==> config.mk <==
export PLATFORM = sky130hd
export DESIGN_NAME = rtct_timer
export DESIGN_NICKNAME = d
export VERILOG_FILES = /design/src/rtct_pkg.sv /design/src/rtct_prescale.sv /design/src/rtct_timer.sv
export SDC_FILE = /design/constraint.sdc
export NUM_CORES = 1
export LEC_CHECK = 0
export ABC_AREA = 1
export ABC_CLOCK_PERIOD_IN_PS = 5800
export BUFFER_PORTS_ARGS = -buffer_cell sky130_fd_sc_hd__buf_2
export CORE_UTILIZATION = 50
export CTS_CLUSTER_SIZE = 24
export DETAILED_ROUTE_END_ITERATION = 8
export PLACE_DENSITY = 0.73
export SYNTH_ARGS = -nofsm -noshare
export SYNTH_HDL_FRONTEND = slang
export SYNTH_SLANG_ARGS = --single-unit
==> constraint.sdc <==
create_clock -name MCLK -period 5.8 [get_ports MCLK]
set_clock_uncertainty 0.15 [all_clocks]
set_input_delay 0.87 -clock MCLK [delete_from_list [all_inputs] [get_ports MCLK]]
set_output_delay 0.87 -clock MCLK [all_outputs]
set_load 0.02 [all_outputs]
==> src/rtct_pkg.sv <==
// constants and register map of the 16-bit rtc-capable timer
package rtct_pkg;
    localparam logic [3:0] ADDR_CONTROL = 4'h0;
    localparam logic [3:0] ADDR_COUNT = 4'h4;
    localparam logic [3:0] ADDR_PERIOD = 4'h8;
    localparam logic [3:0] ADDR_STATUS = 4'hC;
    localparam logic [4:0] ADDR_MASK = 5'h10;
    localparam int BIT_RUN = 15;
    localparam int BIT_IDLE_STOP = 13;
    localparam int BIT_GATE = 6;
    localparam int BIT_PS_HI = 5;
    localparam int BIT_PS_LO = 4;
    localparam int BIT_SYNC = 2;
    localparam int BIT_SRC = 1;
    localparam logic [15:0] CONTROL_WMASK = 16'hA076;
    localparam logic [15:0] CONTROL_RESET = 16'h0000;
    localparam logic [15:0] PERIOD_RESET = 16'hFFFF;
    localparam int IRQ_PERIOD = 0;
    localparam int IRQ_GATE = 1;
    localparam logic [1:0] RESP_OKAY = 2'h0;
    localparam logic [1:0] RESP_SLVERR = 2'h2;
    typedef enum {RTCT_TIMER, RTCT_GATED, RTCT_SYNC_CNT, RTCT_ASYNC_CNT} rtct_mode_t;
endpackage : rtct_pkg

==> src/rtct_prescale.sv <==
// input prescaler dividing count pulses by 1, 8, 64 or 256
`timescale 1ns/10ps
module rtct_prescale (
    input wire logic clk,
    input wire logic rst_n,
    input wire logic clear,
    input wire logic pulse_in,
    input wire logic [1:0] select,
    output logic pulse_out
);
    import rtct_pkg::*;
    logic [7:0] cnt;
    logic [7:0] next_cnt;
    logic [7:0] limit;
    logic next_pulse;
    always_comb begin
        case (select)
            2'h3: limit = 8'hFF;
            2'h2: limit = 8'h3F;
            2'h1: limit = 8'h07;
            default: limit = 8'h00;
        endcase
        next_cnt = cnt;
        next_pulse = 1'b0;
        if (clear) begin
            next_cnt = 8'h00;
        end else if (pulse_in) begin
            if (cnt >= limit) begin
                next_cnt = 8'h00;
                next_pulse = 1'b1;
            end else begin
                next_cnt = cnt + 8'h01;
            end
        end
    end
    always_ff @(posedge clk or negedge rst_n) begin
        if (!rst_n) begin
            cnt <= 8'h00;
            pulse_out <= 1'b0;
        end else begin
            cnt <= next_cnt;
            pulse_out <= next_pulse;
        end
    end
endmodule : rtct_prescale

==> src/rtct_timer.sv <==
// 16-bit timer/counter top with axi4-lite registers and interrupt
//
// Our own choices: the address map and the AXI4-Lite slave port.
`timescale 1ns/10ps
module rtct_timer (
    input wire logic MCLK,
    input wire logic RST_N,
    input wire logic IDLE,
    input wire logic EXT_COUNT_PIN,
    input wire logic CRYSTAL_CLK,
    input wire logic [4:0] S_AXI_AWADDR,
    input wire logic S_AXI_AWVALID,
    output logic S_AXI_AWREADY,
    input wire logic [31:0] S_AXI_WDATA,
    input wire logic [3:0] S_AXI_WSTRB,
    input wire logic S_AXI_WVALID,
    output logic S_AXI_WREADY,
    output logic [1:0] S_AXI_BRESP,
    output logic S_AXI_BVALID,
    input wire logic S_AXI_BREADY,
    input wire logic [4:0] S_AXI_ARADDR,
    input wire logic S_AXI_ARVALID,
    output logic S_AXI_ARREADY,
    output logic [31:0] S_AXI_RDATA,
    output logic [1:0] S_AXI_RRESP,
    output logic S_AXI_RVALID,
    input wire logic S_AXI_RREADY,
    output logic IRQ
);
    import rtct_pkg::*;
    logic [1:0] rst_sync;
    logic rst_n;
    always_ff @(posedge MCLK or negedge RST_N) begin
        if (!RST_N) begin
            rst_sync <= 2'h0;
        end else begin
            rst_sync <= {rst_sync[0], 1'b1};
        end
    end
    assign rst_n = rst_sync[1];

    logic [15:0] timer_control;
    logic [15:0] count;
    logic [15:0] period_register;
    logic [1:0] status;
    logic [1:0] mask;
    logic aw_held;
    logic w_held;
    logic [4:0] aw_addr;
    logic [31:0] w_data;
    logic [3:0] w_strb;
    logic [15:0] next_control;
    logic [15:0] next_count;
    logic [15:0] next_period;
    logic [1:0] next_status;
    logic [1:0] next_mask;
    logic next_aw_held;
    logic next_w_held;
    logic [4:0] next_aw_addr;
    logic [31:0] next_w_data;
    logic [3:0] next_w_strb;
    logic next_bvalid;
    logic [1:0] next_bresp;
    logic next_rvalid;
    logic [31:0] next_rdata;
    logic [1:0] next_rresp;
    logic next_arready;
    logic next_irq;

    // sampled pins, previous levels for edge detection
    logic pin_q;
    logic xtal_q;
    logic gate_prev;
    logic sync_a;
    logic sync_b;
    logic sync_c;
    logic run_enable;
    logic idle_stop;
    logic gate_enable;
    logic ext_sync_select;
    logic clock_source_select;
    logic [1:0] prescale_select;
    rtct_mode_t mode;
    logic ext_rise;
    logic raw_pulse;
    logic ps_pulse;
    logic active;
    logic inc;
    logic gate_fall;
    logic period_hit;

    assign run_enable = timer_control[BIT_RUN];
    assign idle_stop = timer_control[BIT_IDLE_STOP];
    assign gate_enable = timer_control[BIT_GATE];
    assign ext_sync_select = timer_control[BIT_SYNC];
    assign clock_source_select = timer_control[BIT_SRC];
    assign prescale_select = timer_control[BIT_PS_HI:BIT_PS_LO];

    always_comb begin
        if (!clock_source_select) begin
            mode = gate_enable ? RTCT_GATED : RTCT_TIMER;
        end else begin
            mode = ext_sync_select ? RTCT_SYNC_CNT : RTCT_ASYNC_CNT;
        end
    end

    // crystal drives the pin path in rtc use
    assign ext_rise = (EXT_COUNT_PIN | CRYSTAL_CLK) & ~(pin_q | xtal_q);
    assign active = run_enable & ~(idle_stop & IDLE);
    always_comb begin
        case (mode)
            RTCT_TIMER: raw_pulse = active;
            RTCT_GATED: raw_pulse = active & EXT_COUNT_PIN;
            default: raw_pulse = active & ext_rise;
        endcase
    end

    rtct_prescale u_prescale (
        .clk(MCLK),
        .rst_n(rst_n),
        .clear(~run_enable),
        .pulse_in(raw_pulse),
        .select(prescale_select),
        .pulse_out(ps_pulse)
    );

    // sync select picks the two-stage path
    assign inc = (mode == RTCT_SYNC_CNT) ? (sync_b ^ sync_c) : ps_pulse;
    assign period_hit = inc & (count == period_register);
    assign gate_fall = (mode == RTCT_GATED) & run_enable & gate_prev & ~EXT_COUNT_PIN;

    always_comb begin
        next_count = count;
        next_status = status;
        next_control = timer_control;
        next_period = period_register;
        next_mask = mask;
        next_aw_held = aw_held;
        next_w_held = w_held;
        next_aw_addr = aw_addr;
        next_w_data = w_data;
        next_w_strb = w_strb;
        next_bvalid = S_AXI_BVALID;
        next_bresp = S_AXI_BRESP;
        next_rvalid = S_AXI_RVALID;
        next_rdata = S_AXI_RDATA;
        next_rresp = S_AXI_RRESP;
        next_arready = 1'b0;
        if (period_hit) begin
            next_count = 16'h0000;
        end else if (inc) begin
            next_count = count + 16'h0001;
        end
        if (S_AXI_AWVALID && S_AXI_AWREADY) begin
            next_aw_held = 1'b1;
            next_aw_addr = S_AXI_AWADDR;
        end
        if (S_AXI_WVALID && S_AXI_WREADY) begin
            next_w_held = 1'b1;
            next_w_data = S_AXI_WDATA;
            next_w_strb = S_AXI_WSTRB;
        end
        if (S_AXI_BVALID && S_AXI_BREADY) begin
            next_bvalid = 1'b0;
        end
        if (aw_held && w_held && !S_AXI_BVALID) begin
            next_aw_held = 1'b0;
            next_w_held = 1'b0;
            next_bvalid = 1'b1;
            next_bresp = RESP_OKAY;
            if (aw_addr == {1'b0, ADDR_CONTROL}) begin
                if (w_strb[0]) begin
                    next_control[7:0] = w_data[7:0] & CONTROL_WMASK[7:0];
                end
                if (w_strb[1]) begin
                    next_control[15:8] = w_data[15:8] & CONTROL_WMASK[15:8];
                end
            end else if (aw_addr == {1'b0, ADDR_COUNT}) begin
                if (w_strb[0]) begin
                    next_count[7:0] = w_data[7:0];
                end
                if (w_strb[1]) begin
                    next_count[15:8] = w_data[15:8];
                end
            end else if (aw_addr == {1'b0, ADDR_PERIOD}) begin
                if (w_strb[0]) begin
                    next_period[7:0] = w_data[7:0];
                end
                if (w_strb[1]) begin
                    next_period[15:8] = w_data[15:8];
                end
            end else if (aw_addr == {1'b0, ADDR_STATUS}) begin
                if (w_strb[0]) begin
                    next_status = status & ~w_data[1:0];
                end
            end else if (aw_addr == ADDR_MASK) begin
                if (w_strb[0]) begin
                    next_mask = w_data[1:0];
                end
            end else begin
                next_bresp = RESP_SLVERR;
            end
        end
        // events win over a clear in the same cycle
        if (period_hit) begin
            next_status[IRQ_PERIOD] = 1'b1;
        end
        if (gate_fall) begin
            next_status[IRQ_GATE] = 1'b1;
        end
        if (S_AXI_RVALID && S_AXI_RREADY) begin
            next_rvalid = 1'b0;
        end
        if (S_AXI_ARVALID && !S_AXI_ARREADY && !S_AXI_RVALID) begin
            next_arready = 1'b1;
            next_rvalid = 1'b1;
            next_rresp = RESP_OKAY;
            next_rdata = 32'h0000_0000;
            if (S_AXI_ARADDR == {1'b0, ADDR_CONTROL}) begin
                next_rdata[15:0] = timer_control;
            end else if (S_AXI_ARADDR == {1'b0, ADDR_COUNT}) begin
                next_rdata[15:0] = count;
            end else if (S_AXI_ARADDR == {1'b0, ADDR_PERIOD}) begin
                next_rdata[15:0] = period_register;
            end else if (S_AXI_ARADDR == {1'b0, ADDR_STATUS}) begin
                next_rdata[1:0] = status;
            end else if (S_AXI_ARADDR == ADDR_MASK) begin
                next_rdata[1:0] = mask;
            end else begin
                next_rresp = RESP_SLVERR;
            end
        end
        next_irq = |(next_status & next_mask);
    end

    always_ff @(posedge MCLK or negedge rst_n) begin
        if (!rst_n) begin
            timer_control <= CONTROL_RESET;
            count <= 16'h0000;
            period_register <= PERIOD_RESET;
            status <= 2'h0;
            mask <= 2'h0;
            aw_held <= 1'b0;
            w_held <= 1'b0;
            aw_addr <= 5'h00;
            w_data <= 32'h0000_0000;
            w_strb <= 4'h0;
            S_AXI_BVALID <= 1'b0;
            S_AXI_BRESP <= RESP_OKAY;
            S_AXI_RVALID <= 1'b0;
            S_AXI_RDATA <= 32'h0000_0000;
            S_AXI_RRESP <= RESP_OKAY;
            S_AXI_ARREADY <= 1'b0;
            S_AXI_AWREADY <= 1'b0;
            S_AXI_WREADY <= 1'b0;
            IRQ <= 1'b0;
            pin_q <= 1'b0;
            xtal_q <= 1'b0;
            gate_prev <= 1'b0;
            sync_a <= 1'b0;
            sync_b <= 1'b0;
            sync_c <= 1'b0;
        end else begin
            timer_control <= next_control;
            count <= next_count;
            period_register <= next_period;
            status <= next_status;
            mask <= next_mask;
            aw_held <= next_aw_held;
            w_held <= next_w_held;
            aw_addr <= next_aw_addr;
            w_data <= next_w_data;
            w_strb <= next_w_strb;
            S_AXI_BVALID <= next_bvalid;
            S_AXI_BRESP <= next_bresp;
            S_AXI_RVALID <= next_rvalid;
            S_AXI_RDATA <= next_rdata;
            S_AXI_RRESP <= next_rresp;
            S_AXI_ARREADY <= next_arready;
            S_AXI_AWREADY <= ~next_aw_held & ~(S_AXI_AWVALID & S_AXI_AWREADY);
            S_AXI_WREADY <= ~next_w_held & ~(S_AXI_WVALID & S_AXI_WREADY);
            IRQ <= next_irq;
            pin_q <= EXT_COUNT_PIN;
            xtal_q <= CRYSTAL_CLK;
            gate_prev <= EXT_COUNT_PIN;
            // pulse stretched to a level toggle for the synchroniser
            sync_a <= sync_a ^ ps_pulse;
            sync_b <= sync_a;
            sync_c <= sync_b;
        end
    end
endmodule : rtct_timer

Word-level counts from Yosys, hierarchy flattened. Cells that the tools add are included.

Add/sub/neg operators: 2. $lt $le $gt $ge: 1. Equal/unequal tests: 16. Muxes and demuxes: 59. Bitwise gates (word level): 29. Reductions and logical operators: 21.

Operator list (number): 2-to-1 mux 16 bit (7); 2-to-1 mux 2 bit (27); 2-to-1 mux 8 bit (5); == test 32 x 1 -> 1 bit, second input constant (1); == test 32 x 2 -> 1 bit, second input constant (1); == test 32 x 3 -> 1 bit, second input constant (1); zero test 32 bit (1); one-hot mux 8 bit (3 select lines) (1); == test 5 x 4 -> 1 bit, second input constant (4); 2-to-1 mux 1 bit (17); adder 16 x 1 -> 16 bit, second input constant (1); == test 16 bit (1); 2-to-1 mux 14 bit (1); AND 1 bit (13); == test 5 x 3 -> 1 bit, second input constant (2); == test 5 bit, second input constant (2); zero test 5 bit (2); AND reduction 5 bit (2); inverter 1 bit (9); adder 8 x 1 -> 8 bit, second input constant (1); >= comparator 8 bit (1); logical AND 1 bit (8); AND reduction 3 bit (2); AND 2 bit (2); 10 further kinds (16).

Register bits after elaboration: 110. Input port bits: 56. Logic and storage cells: 157.

Depth between registers and ports, before layout. Gate-level depths: netlist of run 1.

Depth after elaboration: 11. Gate-level depth with buffers: 13.

Modules after synthesis. Synthesis of run 1 repeated with hierarchy kept, for this count alone.

Cell total of the unflattened synthesis: 768. Area, all modules: 5800.6 sq um.

Modules (own cells, without submodules): rtct_timer (instances 1, cells each 661, area an instance 5088.6 sq um); rtct_prescale (instances 1, cells each 107, area an instance 711.9 sq um).

Worst setup path after synthesis of run 1. Ideal clock, no wire load.

Kind: input to register. Start point: input S_AXI_ARVALID. End point: register S_AXI_RDATA[13]. Arrival time: 1.637 ns. Slack: 3.877 ns. Stages on the path: 7. Path buffers: 2. Cell sequence: inv_1 -> nor3_2 -> inv_1 -> buf_2 -> buf_2 -> nand2_1 -> o21ai_0.

Cells in the longest elaborated chain, start to end: 2.

RTL lines: from (decl) (RTL line rtct_timer.sv:22) `input wire logic S_AXI_ARVALID,`; logical AND 1 bit (2 in series) (RTL line rtct_timer.sv:214) `if (S_AXI_ARVALID && !S_AXI_ARREADY && !S_AXI_RVALID) begin`; to (signal assigned) (RTL line rtct_timer.sv:277) `S_AXI_RDATA <= next_rdata;`; to (decl) (RTL line rtct_timer.sv:24) `output logic [31:0] S_AXI_RDATA,`.

Every way passes these cells. A chain may end at the register's enable or synchronous reset.

Final worst setup path of run 1.
Start point: input S_AXI_ARADDR[1]. End point: register S_AXI_RDATA[7].

Cells in the longest elaborated chain, start to end: 4. Elaborated cells on any way between the ends: 6.

RTL lines: from (decl) (RTL line rtct_timer.sv:21) `input wire logic [4:0] S_AXI_ARADDR,`; == test 5 x 4 -> 1 bit (RTL line rtct_timer.sv:223) `end else if (S_AXI_ARADDR == {1'b0, ADDR_PERIOD}) begin`; 2-to-1 mux 14 bit (RTL line rtct_timer.sv:223); 2-to-1 mux 16 bit (RTL line rtct_timer.sv:221) `end else if (S_AXI_ARADDR == {1'b0, ADDR_COUNT}) begin`; 2-to-1 mux 16 bit (*) (RTL line rtct_timer.sv:219) `if (S_AXI_ARADDR == {1'b0, ADDR_CONTROL}) begin`.

Mark *: on every way between the ends. The rest lies on a longest branch, timed or not.

==> summary.md, run 1 <==
| Metric | Value |
|---|---|
| Post-synth top cells | `nand2_1 (312), dfrtp_1 (92), inv_1 (84)` |
| RSZ-0062 raised after global routing | `false` |
| Top post-synthesis cells by area | `dfrtp_1 (38%), nand2_1 (19%), dfstp_2 (7.0%)` |
| Worst-margin pin slew | `0.850 ns` |
| Total negative setup slack | `0 ns` |
| Site row count | `39` |
| DRT Pass-1 Iters | `7` |
| Status | `finished, violations left` |
| Final ANT Viol Nets | `0` |
| Worst-path clk slew | `0.07 ns` |
| GR peak layer | `met2` |
| CTS tree | `yes` |
| Area after DPL | `6330 sq um` |
| Reg-to-reg startpoint | `timer_control[5]` |
| Clock Latency Late Sink | `0.35 ns` |
| Unique cell type count in the Yosys netlist | `39` |
| Yosys top cell by area | `dfrtp_1` |
| Layout fillers | `about 1.1k` |
| Cell family with most CP delay | `simple AND/OR/NAND/NOR gates` |
| Endpoint class of the critical path | `flip-flop` |
| Synth Area per Inst | `7.33 sq um` |
| Fmax | `between 0.4 and 0.5 GHz` |
| Worst path max stage delay | `0.70 ns` |
| Kind of critical path | `primary input to flip-flop` |
| Max Slew Vio Count | `0` |
| Post-CTS Setup Inserts | `0` |
| Die width | `112 um` |
| Yosys warns | `0` |
| Tcrit/Tclk final | `42.5%` |
| Post-CTS Hold Buffers | `0` |
| Worst hold slack | `0.140 ns` |
| Vias in the first global route | `4,777` |
| Slack of the worst reg-to-reg path | `about 3.7 ns` |
| Met1 GRT Util | `33.9%` |
| Met3 Track Usage GR | `4.57%` |
| Crit path cell chain | `buf_2, nor2_2, nand4_1, o21ai_0, o21ai_1` |
| Starting DRT DRC Count | `382` |
| Clock Path Buffers | `2` |
| Yosys top cell area share | `38.3%` |
| Inserted Clock Buffers | `9` |
| GP Congestion | `0.911` |
| Largest net degree at the start of global routing | `66` |
| CTS resizes | `0` |
| PnR worst setup slack | `3.33 ns` |
| Setup violators final | `0` |
| Vias post-DR | `5,072` |
| HPWL after detailed placement | `approximately 10,000 um` |
| Slew headroom | `43.2%` |
| GRT Overall Usage | `23.7%` |
| Mapped cell area | `6010 sq um` |
| Finished layout cell area | `6610 sq um` |
| PwrDens | `440 nW/um^2` |
| Die height | `112 um` |
| Seq cells post-synth | `approximately 110` |
| Static Leakage | `3.54 nW` |
| Initial antenna violation count | `0` |
| Fraction of layout cells with a size suffix above 1 | `14.6%` |
| Buf/Inv on CP | `1` |
| Critical Path RT | `a little under 6 ns` |
| First-pass GRT wire length | `around 23,000 um` |
| Post-synthesis cell count | `820` |
| Top fanout value on the critical path | `22` |
| Nets | `about 940` |
| Num ports | `98` |
| Post-synth EDFFs | `0` |
| Min Tclk post-route | `2.47 ns` |
| Routed WL | `between 10,000 and 15,000 um` |
| Final Hold Viols | `0` |
| CTS Root Cell | `clkbuf_16` |
| H-tree depth | `3` |
| Via-per-instance ratio | `4.97` |
| Startpoint types | `primary input` |
| Diode count | `0` |
| Routed len/inst | `13.3 um` |
| Most used DFF post-synth | `dfrtp_1` |
| Core area | `11,600 sq um` |
| Initial Util | `between 50% and 60%` |
| Pwr Total | `2.90 mW` |
| Max-Cap Viols | `0` |
| Seq/Total Area, Yosys | `45.3%` |
| Maximum VDD drop | `246 uV` |
| Total grt overflow | `0` |
| Die Footprint | `12,500 sq um` |
| Slowest stage cell on the critical path | `nand4_1` |
| Area grow syn2layout | `9.89%` |
| CTS sink cnt | `roughly 110` |
| PortBufs | `61` |
| Reg2reg end | `u_prescale.cnt[4]` |
| DRC Markers | `7` |
| Most frequent cell after synthesis | `nand2_1` |
| Worst path arrival time | `2.52 ns` |
| Hold Path Class | `primary input to async pin` |
| Pre-CTS WS | `2.98 ns` |
| Reg2Reg Depth | `11` |
| Ys async rst share | `100%` |
| GR Util met2 | `36.8%` |
| Failing checks | `design-rule violations` |
==> report_power, final <==
group	internal, mW	switching (mW)
Clock	0.295	0.281
Sequential	1.01	0.254
Combinational	0.357	0.706
Total	1.66	1.24
==> final cells by class <==
type / instances / area [sq um] / share of cell area [%]
clock buffers: 10 / 229 / 3.47
clock inverters: 6 / 50.0 / 0.758
inverters: 95 / 357 / 5.40
multi-input cells: 597 / 2750 / 41.7
flip-flops and latches: 108 / 2730 / 41.3
well taps: 143 / 179 / 2.71
repair buffers: 62 / 313 / 4.73
==> worst register-to-register path, cell delays in order (launching register included) <==
cell,delay (ns)
dfrtp_1,0.45
nor2_1,0.24
ha_1,0.29
a21oi_1,0.16
nand2_1,0.07
nand2_1,0.07
nand2_1,0.05
nand2_1,0.13
nand2_1,0.08
nor2_2,0.22
nand2_1,0.08
o21ai_0,0.07
==> per-layer routing <==
metal / share of wire [%] / vias up
li1: - / 2638
met1: 48 / 2254
met2: 44 / 167
met3: 7.2 / 13
met4: 0.96 / 0
met5: 0 / -
==> cells in the final DEF, fill, tap and decap left out, types with 2 or more instances in the layout <==
master | synthesis | routed
a21oi_1 | 25 | 25
nand2_1 | 312 | 312
mux2i_1 | 2 | 2
o21ai_1 | 21 | 21
o211ai_1 | 2 | 2
nand3_2 | 2 | 2
buf_2 | 9 | 61
ha_1 | 8 | 8
nor2_1 | 63 | 63
dfrtp_1 | 92 | 91
clkbuf_16 | 0 | 9
o22ai_1 | 6 | 6
nand3_1 | 33 | 33
xor2_1 | 12 | 12
nor2_2 | 7 | 7
inv_1 | 84 | 84
clkinvlp_4 | 0 | 4
inv_2 | 10 | 10
dfstp_2 | 16 | 16
o21ai_0 | 52 | 52
nand2_2 | 4 | 4
nand4_1 | 12 | 12
conb_1 | 2 | 19
nor2_4 | 3 | 3
nor3_2 | 2 | 2
==> sequential cells by signal, summed over array words and instances, names as in the netlist, 2 cells and up <==
| register | cells |
|---|---|
| period_register | 16 |
| status | 2 |
| S_AXI_RDATA | 16 |
| u_prescale.cnt | 8 |
| timer_control | 7 |
| mask | 2 |
| aw_addr | 5 |
| count | 16 |
| w_strb | 2 |
| w_data | 16 |
| rst_sync | 2 |
==> worst max-delay path by stage <==
stage	start	end	slack, ns	depth (start not counted)
4_1_cts	S_AXI_ARADDR[1]	S_AXI_RDATA[7]	3.34	5
5_1_grt	S_AXI_ARADDR[1]	S_AXI_RDATA[15]	3.13	6
2_1_floorplan	rst_sync[1]	IRQ	2.45	0
3_3_place_gp	S_AXI_ARADDR[1]	S_AXI_RDATA[7]	2.98	5
6_report	S_AXI_ARADDR[1]	S_AXI_RDATA[7]	3.33	5
3_5_place_dp	S_AXI_ARADDR[1]	S_AXI_RDATA[7]	2.98	5
==> kinds of logic after synthesis <==
group | share of synthesized area, %
muxes | 0.333
xor gates and xnor gates | 1.89
DFF | 45.3
AOI/OAI and AO/OA | 9.18
buffers and inverters | 9.99
other | 0.125
and+or+nand+nor | 31.5
adders and majority gates | 1.66
==> metrics by stage <==
step | std cells | utilization (%)
global route | 1021 | 57.1
floorplan | 837 | -
global placement | 1005 | 54.7
detailed placement | 1005 | 54.7
CTS | 1021 | 57.1
finish | 1021 | 57.1
Note: power is estimated with default switching activity, not from simulation.
==> run 2: changes to the inputs <==
--- a/config.mk
+++ b/config.mk
@@ -6,12 +6,12 @@
 export NUM_CORES = 1
 export LEC_CHECK = 0
 export ABC_AREA = 1
-export ABC_CLOCK_PERIOD_IN_PS = 5800
+export ABC_CLOCK_PERIOD_IN_PS = 2200
 export BUFFER_PORTS_ARGS = -buffer_cell sky130_fd_sc_hd__buf_2
 export CORE_UTILIZATION = 50
 export CTS_CLUSTER_SIZE = 24
 export DETAILED_ROUTE_END_ITERATION = 8
-export PLACE_DENSITY = 0.73
+export PLACE_DENSITY = 0.76
 export SYNTH_ARGS = -nofsm -noshare
 export SYNTH_HDL_FRONTEND = slang
 export SYNTH_SLANG_ARGS = --single-unit
==> constraint.sdc (replaced) <==
create_clock -name MCLK -period 2.2 [get_ports MCLK]
set_clock_uncertainty 0.15 [all_clocks]
set_input_delay 0.33 -clock MCLK [delete_from_list [all_inputs] [get_ports MCLK]]
set_output_delay 0.33 -clock MCLK [all_outputs]
set_load 0.02 [all_outputs]
==> run 2 against run 1 <==
The flow still finishes with violations (design-rule violations). Final cell count is 1.9% higher. Register-to-register slack got worse by 3.4 ns. Largest cell class unchanged. Worst setup slack lost 3.1 ns. Critical endpoint is now u_prescale.cnt[6]. Sequential power rose to 2.6 times the previous value. Critical path type is now flip-flop to flip-flop. Largest power group unchanged. Global-route usage is 0.13 points higher.
==> summary.md, run 2 (synthesized netlist as in run 1, its figures left out) <==
| Metric | Value |
|---|---|
| Hold Path Class | `primary input to flip-flop` |
| Worst-path clk slew | `0.07 ns (about the same)` |
| Die Footprint | `12,500 sq um (unchanged)` |
| Reg-to-reg startpoint | `timer_control[5]` |
| Commonest non-fill, non-tap cells in the layout | `nand2_1 (312), dfrtp_1 (91), inv_1 (84)` |
| Vias in the first global route | `4,791 (+0.29%)` |
| Num ports | `98 (unchanged)` |
| Top fanout value on the critical path | `5 (-77%)` |
| Sw Share | `42.5% (-0.22 points)` |
| Vias post-DR | `5,162 (+1.8%)` |
| Beginning of the worst hold path | `S_AXI_RREADY` |
| Routed len/inst | `13.2 um (-0.87%)` |
| Starting DRT DRC Count | `343 (-10%)` |
| Core area | `11,600 sq um (unchanged)` |
| Failing checks | `design-rule violations` |
| NetSw | `3.32 mW (+170%)` |
| Total negative setup slack | `0 ns (unchanged)` |
| Max-Cap Viols | `0 (unchanged)` |
| Kind of critical path | `flip-flop to flip-flop` |
| Buf/Inv on CP | `0 (-1)` |
| PortBufs | `61 (unchanged)` |
| Largest net degree at the start of global routing | `39 (-41%)` |
| Fraction of layout cells with a size suffix above 1 | `16.1% (+1.5 points)` |
| Max Slew Vio Count | `0 (unchanged)` |
| H-tree depth | `3 (unchanged)` |
| Cell repeated most along the worst path | `nand2_1` |
| Cell family with most CP delay | `simple AND/OR/NAND/NOR gates` |
| Nets | `956 (+2.0%)` |
| Slowest stage cell on the critical path | `dfrtp_1` |
| CTS Root Cell | `clkbuf_16` |
| Fmax | `0.511 GHz` |
| Min Tclk post-route | `about 2.0 ns` |
| First-pass GRT wire length | `23,200 um (about the same)` |
| Maximum VDD drop | `612 uV (+150%)` |
| Worst path arrival time | `2.08 ns (-0.44 ns)` |
| GP Congestion | `0.964 (+5.9%)` |
| Diode count | `0 (unchanged)` |
| Critical Path Start | `timer_control[5]` |
| HPWL after detailed placement | `10,400 um (+2.2%)` |
| Die height | `112 um (unchanged)` |
| Commonest non-fill, non-tap cell in the layout | `nand2_1` |
| Setup violators final | `0 (unchanged)` |
| Clock Path Buffers | `2 (unchanged)` |
| Comb pwr share | `37.3% (+0.7 points)` |
| Worst path max stage delay | `0.43 ns (-0.27 ns)` |
| Startpoint types | `flip-flop` |
| Pwr Total | `7.81 mW (+170%)` |
| Routed WL | `13,700 um (+0.97%)` |
| Total grt overflow | `0 (unchanged)` |
| RSZ-0062 raised after global routing | `false` |
| DRC Markers | `10 (+3)` |
| Endpoint class of the critical path | `flip-flop` |
| Inserted Clock Buffers | `9 (unchanged)` |
| Critical Path RT | `2.32 ns (-3.53 ns)` |
| Status | `finished, violations left` |
| Final Hold Viols | `0 (unchanged)` |
| Post-CTS Setup Inserts | `0 (unchanged)` |
| Sequential share of power | `42.4% (-1.1 points)` |
| PwrDens | `1150 nW/um^2 (+160%)` |
| Clock Power Share | `20.4% (+0.6 points)` |
| DRT Pass-1 Iters | `8 (+1)` |
| Initial antenna violation count | `0 (unchanged)` |
| Via-per-instance ratio | `4.96 (about the same)` |
| Slew headroom | `65.1% (+22 points)` |
| GRT Overall Usage | `23.8% (+0.13 points)` |
| Area grow syn2layout | `13.0%` |
| Site row count | `39 (unchanged)` |
| CTS sink cnt | `108 (unchanged)` |
| Worst-margin pin slew | `0.523 ns (-0.327 ns)` |
| Tcrit/Tclk final | `88.9%` |
| Initial Util | `52.0% (unchanged)` |
| CTS tree | `yes` |
| P_int | `4.49 mW (+170%)` |
| Die width | `112 um (unchanged)` |
| Clock Latency Late Sink | `0.36 ns (about the same)` |
| Crit path cell chain | `nor2_2, ha_1, a21oi_1, nand2_1, nand2_1, nand2_1, nand2_1, nand2_1, nor2_4, nand2_1, o21ai_0` |
| Final ANT Viol Nets | `0 (unchanged)` |
| Static Leakage | `3.65 nW (+3.2%)` |
## run 2: layout make-up
type                            instances  area, sq um
Clock buffer                           10          239
Clock inverter                          6         51.3
Fill cell                            1081         4770
Timing Repair Buffer                   81          480
Sequential cell                       108         2730
Tap cell                              143          179
Inverter                               95          357
Multi-Input combinational cell        597         2760
## run 2: final timing paths
path	depth (start not counted)	end	slack (ns)
min in group asynchronous	0	aw_addr[2]	0.11
worst max-delay path	11	u_prescale.cnt[6]	0.24
worst max register to register	11	u_prescale.cnt[6]	0.24
max in group asynchronous	1	period_register[10]	1.10
worst min register to register	0	aw_addr[2]	0.11
worst min-delay path	2	S_AXI_RVALID	0.004
## run 2: power groups by stage
stage | Sequential, mW | Combinational, mW | Clock (mW)
final | 3.31 | 2.91 | 1.59
after global routing | 3.39 | 3.35 | 1.70
after CTS | 3.29 | 2.90 | 1.62
after detailed placement | 3.33 | 2.88 | 0
after global placement | 3.31 | 2.82 | 0
after floorplan | 3.21 | 2.23 | 0
## run 2: per-stage QoR
| step | cell area (sq um) | cells | setup WS [ns] | hold WS (ns) | utilization, % |
|---|---|---|---|---|---|
| 2_1_floorplan | 6080 | 837 | 0.256 | -0.116 | - |
| 3_3_place_gp | 6440 | 1019 | 0.222 | -0.0334 | 55.7 |
| 3_5_place_dp | 6440 | 1019 | 0.146 | -0.0338 | 55.7 |
| 4_1_cts | 6790 | 1040 | 0.143 | 0.00374 | 58.7 |
| 5_1_grt | 6790 | 1040 | 0.00584 | 0.0181 | 58.7 |
| 6_report | 6790 | 1040 | 0.243 | 0.00401 | 58.7 |
## run 2: routing by layer
layer | wire length [um] | vias to the layer above | global-route usage, % | part of all wire [%]
met1 | 6650 | 2306 | 34.7 | 48
met3 | 892 | 16 | 3.38 | 6.5
li1 | - | 2679 | - | -
met5 | 0 | - | 0 | 0
met2 | 5950 | 161 | 36.0 | 43
met4 | 236 | 0 | 9.01 | 1.7
## run 2: what timing repair did
item,CTS,global route
endpoints found under the setup margin,0,5
gates resized for setup,0,2
hold buffers,5,0
hold endpoints to repair,6,0
==> run 3: changes to the inputs <==
--- a/config.mk
+++ b/config.mk
@@ -6,12 +6,13 @@
 export NUM_CORES = 1
 export LEC_CHECK = 0
 export ABC_AREA = 1
-export ABC_CLOCK_PERIOD_IN_PS = 2200
+export ABC_CLOCK_PERIOD_IN_PS = 2400
 export BUFFER_PORTS_ARGS = -buffer_cell sky130_fd_sc_hd__buf_2
 export CORE_UTILIZATION = 50
+export CTS_BUF_LIST = sky130_fd_sc_hd__clkbuf_16
 export CTS_CLUSTER_SIZE = 24
 export DETAILED_ROUTE_END_ITERATION = 8
-export PLACE_DENSITY = 0.76
+export PLACE_DENSITY = 0.73
 export SYNTH_ARGS = -nofsm -noshare
 export SYNTH_HDL_FRONTEND = slang
 export SYNTH_SLANG_ARGS = --single-unit
==> constraint.sdc (replaced) <==
create_clock -name MCLK -period 2.4 [get_ports MCLK]
set_clock_uncertainty 0.15 [all_clocks]
set_input_delay 0.36 -clock MCLK [delete_from_list [all_inputs] [get_ports MCLK]]
set_output_delay 0.36 -clock MCLK [all_outputs]
set_load 0.02 [all_outputs]
==> run 3 against run 2 <==
The run still ends with design-rule violations left. Sequential cell count did not move. Sequential share of layout area rose by 0.29 points. Routed wire length rose by 1.5%. Final cell count fell by 0.48%. Count of clock-buffer cells in the layout fell by 1. Critical endpoint unchanged. Largest power group unchanged. Highest routed layer unchanged.
==> summary.md, run 3 (synthesized netlist as in run 1, its figures left out) <==
| Metric | Value |
|---|---|
| Die width | `112 um (unchanged)` |
| Worst-margin pin slew | `0.561 ns (+0.0389 ns)` |
| Initial antenna violation count | `0 (unchanged)` |
| CTS resizes | `0 (unchanged)` |
| Site row count | `39 (unchanged)` |
| Max Slew Vio Count | `0 (unchanged)` |
| Largest net degree at the start of global routing | `64 (+64%)` |
| P_int | `4.16 mW (-7.4%)` |
| Layout fillers | `1,125 (+4.1%)` |
| Fmax | `0.492 GHz (-3.7%)` |
| Endpoint class of the critical path | `flip-flop` |
| Fraction of layout cells with a size suffix above 1 | `15.4% (-0.69 points)` |
| Footprint of the multi-input gates | `2750 sq um (-0.27%)` |
| Register area | `2730 sq um (unchanged)` |
| Final Hold Viols | `0 (unchanged)` |
| CTS tree | `yes` |
| Static Leakage | `3.63 nW (-0.72%)` |
| Total grt overflow | `0 (unchanged)` |
| Clock Path Buffers | `2 (unchanged)` |
| First-pass GRT wire length | `23,900 um (+3.3%)` |
| Core area | `11,600 sq um (unchanged)` |
| Setup violators final | `0 (unchanged)` |
| Clock Power Share | `20.7% (+0.3 points)` |
| Area grow syn2layout | `12.2%` |
| CTS sink cnt | `108 (unchanged)` |
| DRC Markers | `7 (-3)` |
| Inserted Clock Buffers | `9 (unchanged)` |
| Maximum VDD drop | `710 uV (+16%)` |
| Commonest non-fill, non-tap cell in the layout | `nand2_1` |
| H-tree depth | `3 (unchanged)` |
| GRT Overall Usage | `24.5% (+0.70 points)` |
| Kind of critical path | `flip-flop to flip-flop` |
| Failing checks | `design-rule violations` |
| Nets | `951 (-0.52%)` |
| Startpoint types | `flip-flop` |
| Die Footprint | `12,500 sq um (unchanged)` |
| RSZ-0062 raised after global routing | `false` |
| Post-CTS Setup Inserts | `0 (unchanged)` |
| Starting DRT DRC Count | `384 (+12%)` |
| HPWL after detailed placement | `10,400 um (+0.46%)` |
| Vias in the first global route | `4,933 (+3.0%)` |
| Finished Layout Cells | `1,035 (-0.48%)` |
| Total negative setup slack | `0 ns (unchanged)` |
| Sw Share | `42.2% (-0.32 points)` |
| Routed WL | `13,900 um (+1.5%)` |
| CTS Root Cell | `clkbuf_16` |
| GP Congestion | `0.904 (-6.3%)` |
| Status | `finished, violations left` |
| Sequential share of power | `42.6% (+0.2 points)` |
| Die height | `112 um (unchanged)` |
| Post-CTS Hold Buffers | `3 (-2)` |
| Initial Util | `52.0% (unchanged)` |
| Dpl cells | `1,016 (-0.29%)` |
| Post-layout util | `58.3% (-0.42 points)` |
| Num ports | `98 (unchanged)` |
| Worst-path clk slew | `0.07 ns (about the same)` |
| Diode count | `0 (unchanged)` |
| Comb pwr share | `36.7% (-0.6 points)` |
| Tcrit/Tclk final | `84.6% (-4.3 points)` |
| PortBufs | `61 (unchanged)` |
| Max-Cap Viols | `0 (unchanged)` |
| Top fanout value on the critical path | `5 (unchanged)` |
| Final ANT Viol Nets | `0 (unchanged)` |
| Commonest non-fill, non-tap cells in the layout | `nand2_1 (312), dfrtp_1 (91), inv_1 (84)` |
| NetSw | `3.03 mW (-8.6%)` |
| Min Tclk post-route | `2.03 ns (+0.0747 ns)` |
| Routed len/inst | `13.5 um (+2.0%)` |
| Worst hold slack | `0.0348 ns (+0.0308 ns)` |
| Pwr Total | `7.19 mW (-7.9%)` |
| Critical Path RT | `2.53 ns (+0.21 ns)` |
| Worst path arrival time | `2.16 ns (+0.08 ns)` |
| Slew headroom | `62.5% (-2.5 points)` |
| DRT Pass-1 Iters | `9 (+1)` |
| Vias post-DR | `5,124 (-0.74%)` |
| Clock Latency Late Sink | `0.36 ns (about the same)` |
| Hold Path Class | `primary input to flip-flop` |
| Via-per-instance ratio | `4.95 (-0.26%)` |
| PwrDens | `1070 nW/um^2 (-7.2%)` |
[run 3: critical path, stage by stage (launching register included)]
cell and delay [ns]:
dfrtp_1 0.43, nor2_1 0.20, ha_1 0.27, a21oi_1 0.14, nand2_1 0.07, nand2_1 0.06
nand2_1 0.04, nand2_1 0.13, nand2_1 0.08, nor2_2 0.22, nand2_1 0.07, o21ai_0 0.07
[run 3: power groups by stage]
stage               clock (mW)  sequential, mW  combinational [mW]
floorplan                    0            2.94                2.05
global placement             0            3.06                2.58
detailed placement           0            3.08                2.62
CTS                       1.52            3.05                2.64
global route              1.58            3.14                3.04
finish                    1.49            3.06                2.64
[run 3: layout make-up]
class / instances / area share (%)
Clock buffer: 9 / 3.34
Clock inverter: 7 / 0.983
Inverter: 95 / 5.29
Multi-Input combinational cell: 597 / 40.8
Sequential cell: 108 / 40.4
Tap cell: 143 / 2.65
Timing Repair Buffer: 76 / 6.49
[run 3: path summary, 6_finish.rpt]
kind / cells after the start / slack (ns) / end / from
setup / recovery: 11 / 0.37 / u_prescale.cnt[6] / timer_control[5]
hold / removal: 2 / 0.03 / S_AXI_BVALID / S_AXI_BREADY
setup reg to reg: 11 / 0.37 / u_prescale.cnt[6] / timer_control[5]
hold reg to reg: 0 / 0.10 / timer_control[1] / rst_sync[1]
max in group asynchronous: 1 / 1.30 / period_register[12] / rst_sync[1]
min in group asynchronous: 0 / 0.10 / timer_control[1] / rst_sync[1]
[run 3: stage by stage]
step / worst slack (ns) / cell area [sq um]
detailed placement: 0.380 / 6420
global route: 0.161 / 6740
floorplan: 0.456 / 6080
CTS: 0.373 / 6740
finish: 0.369 / 6740
global placement: 0.424 / 6420
[run 3: metal layers]
layer,GRT usage [%],share of wire (%),up-vias
met3,3.70,5.7,19
met4,10.4,2.0,0
met2,37.1,43,147
met1,35.1,49,2285
met5,0,0,-
li1,-,-,2673
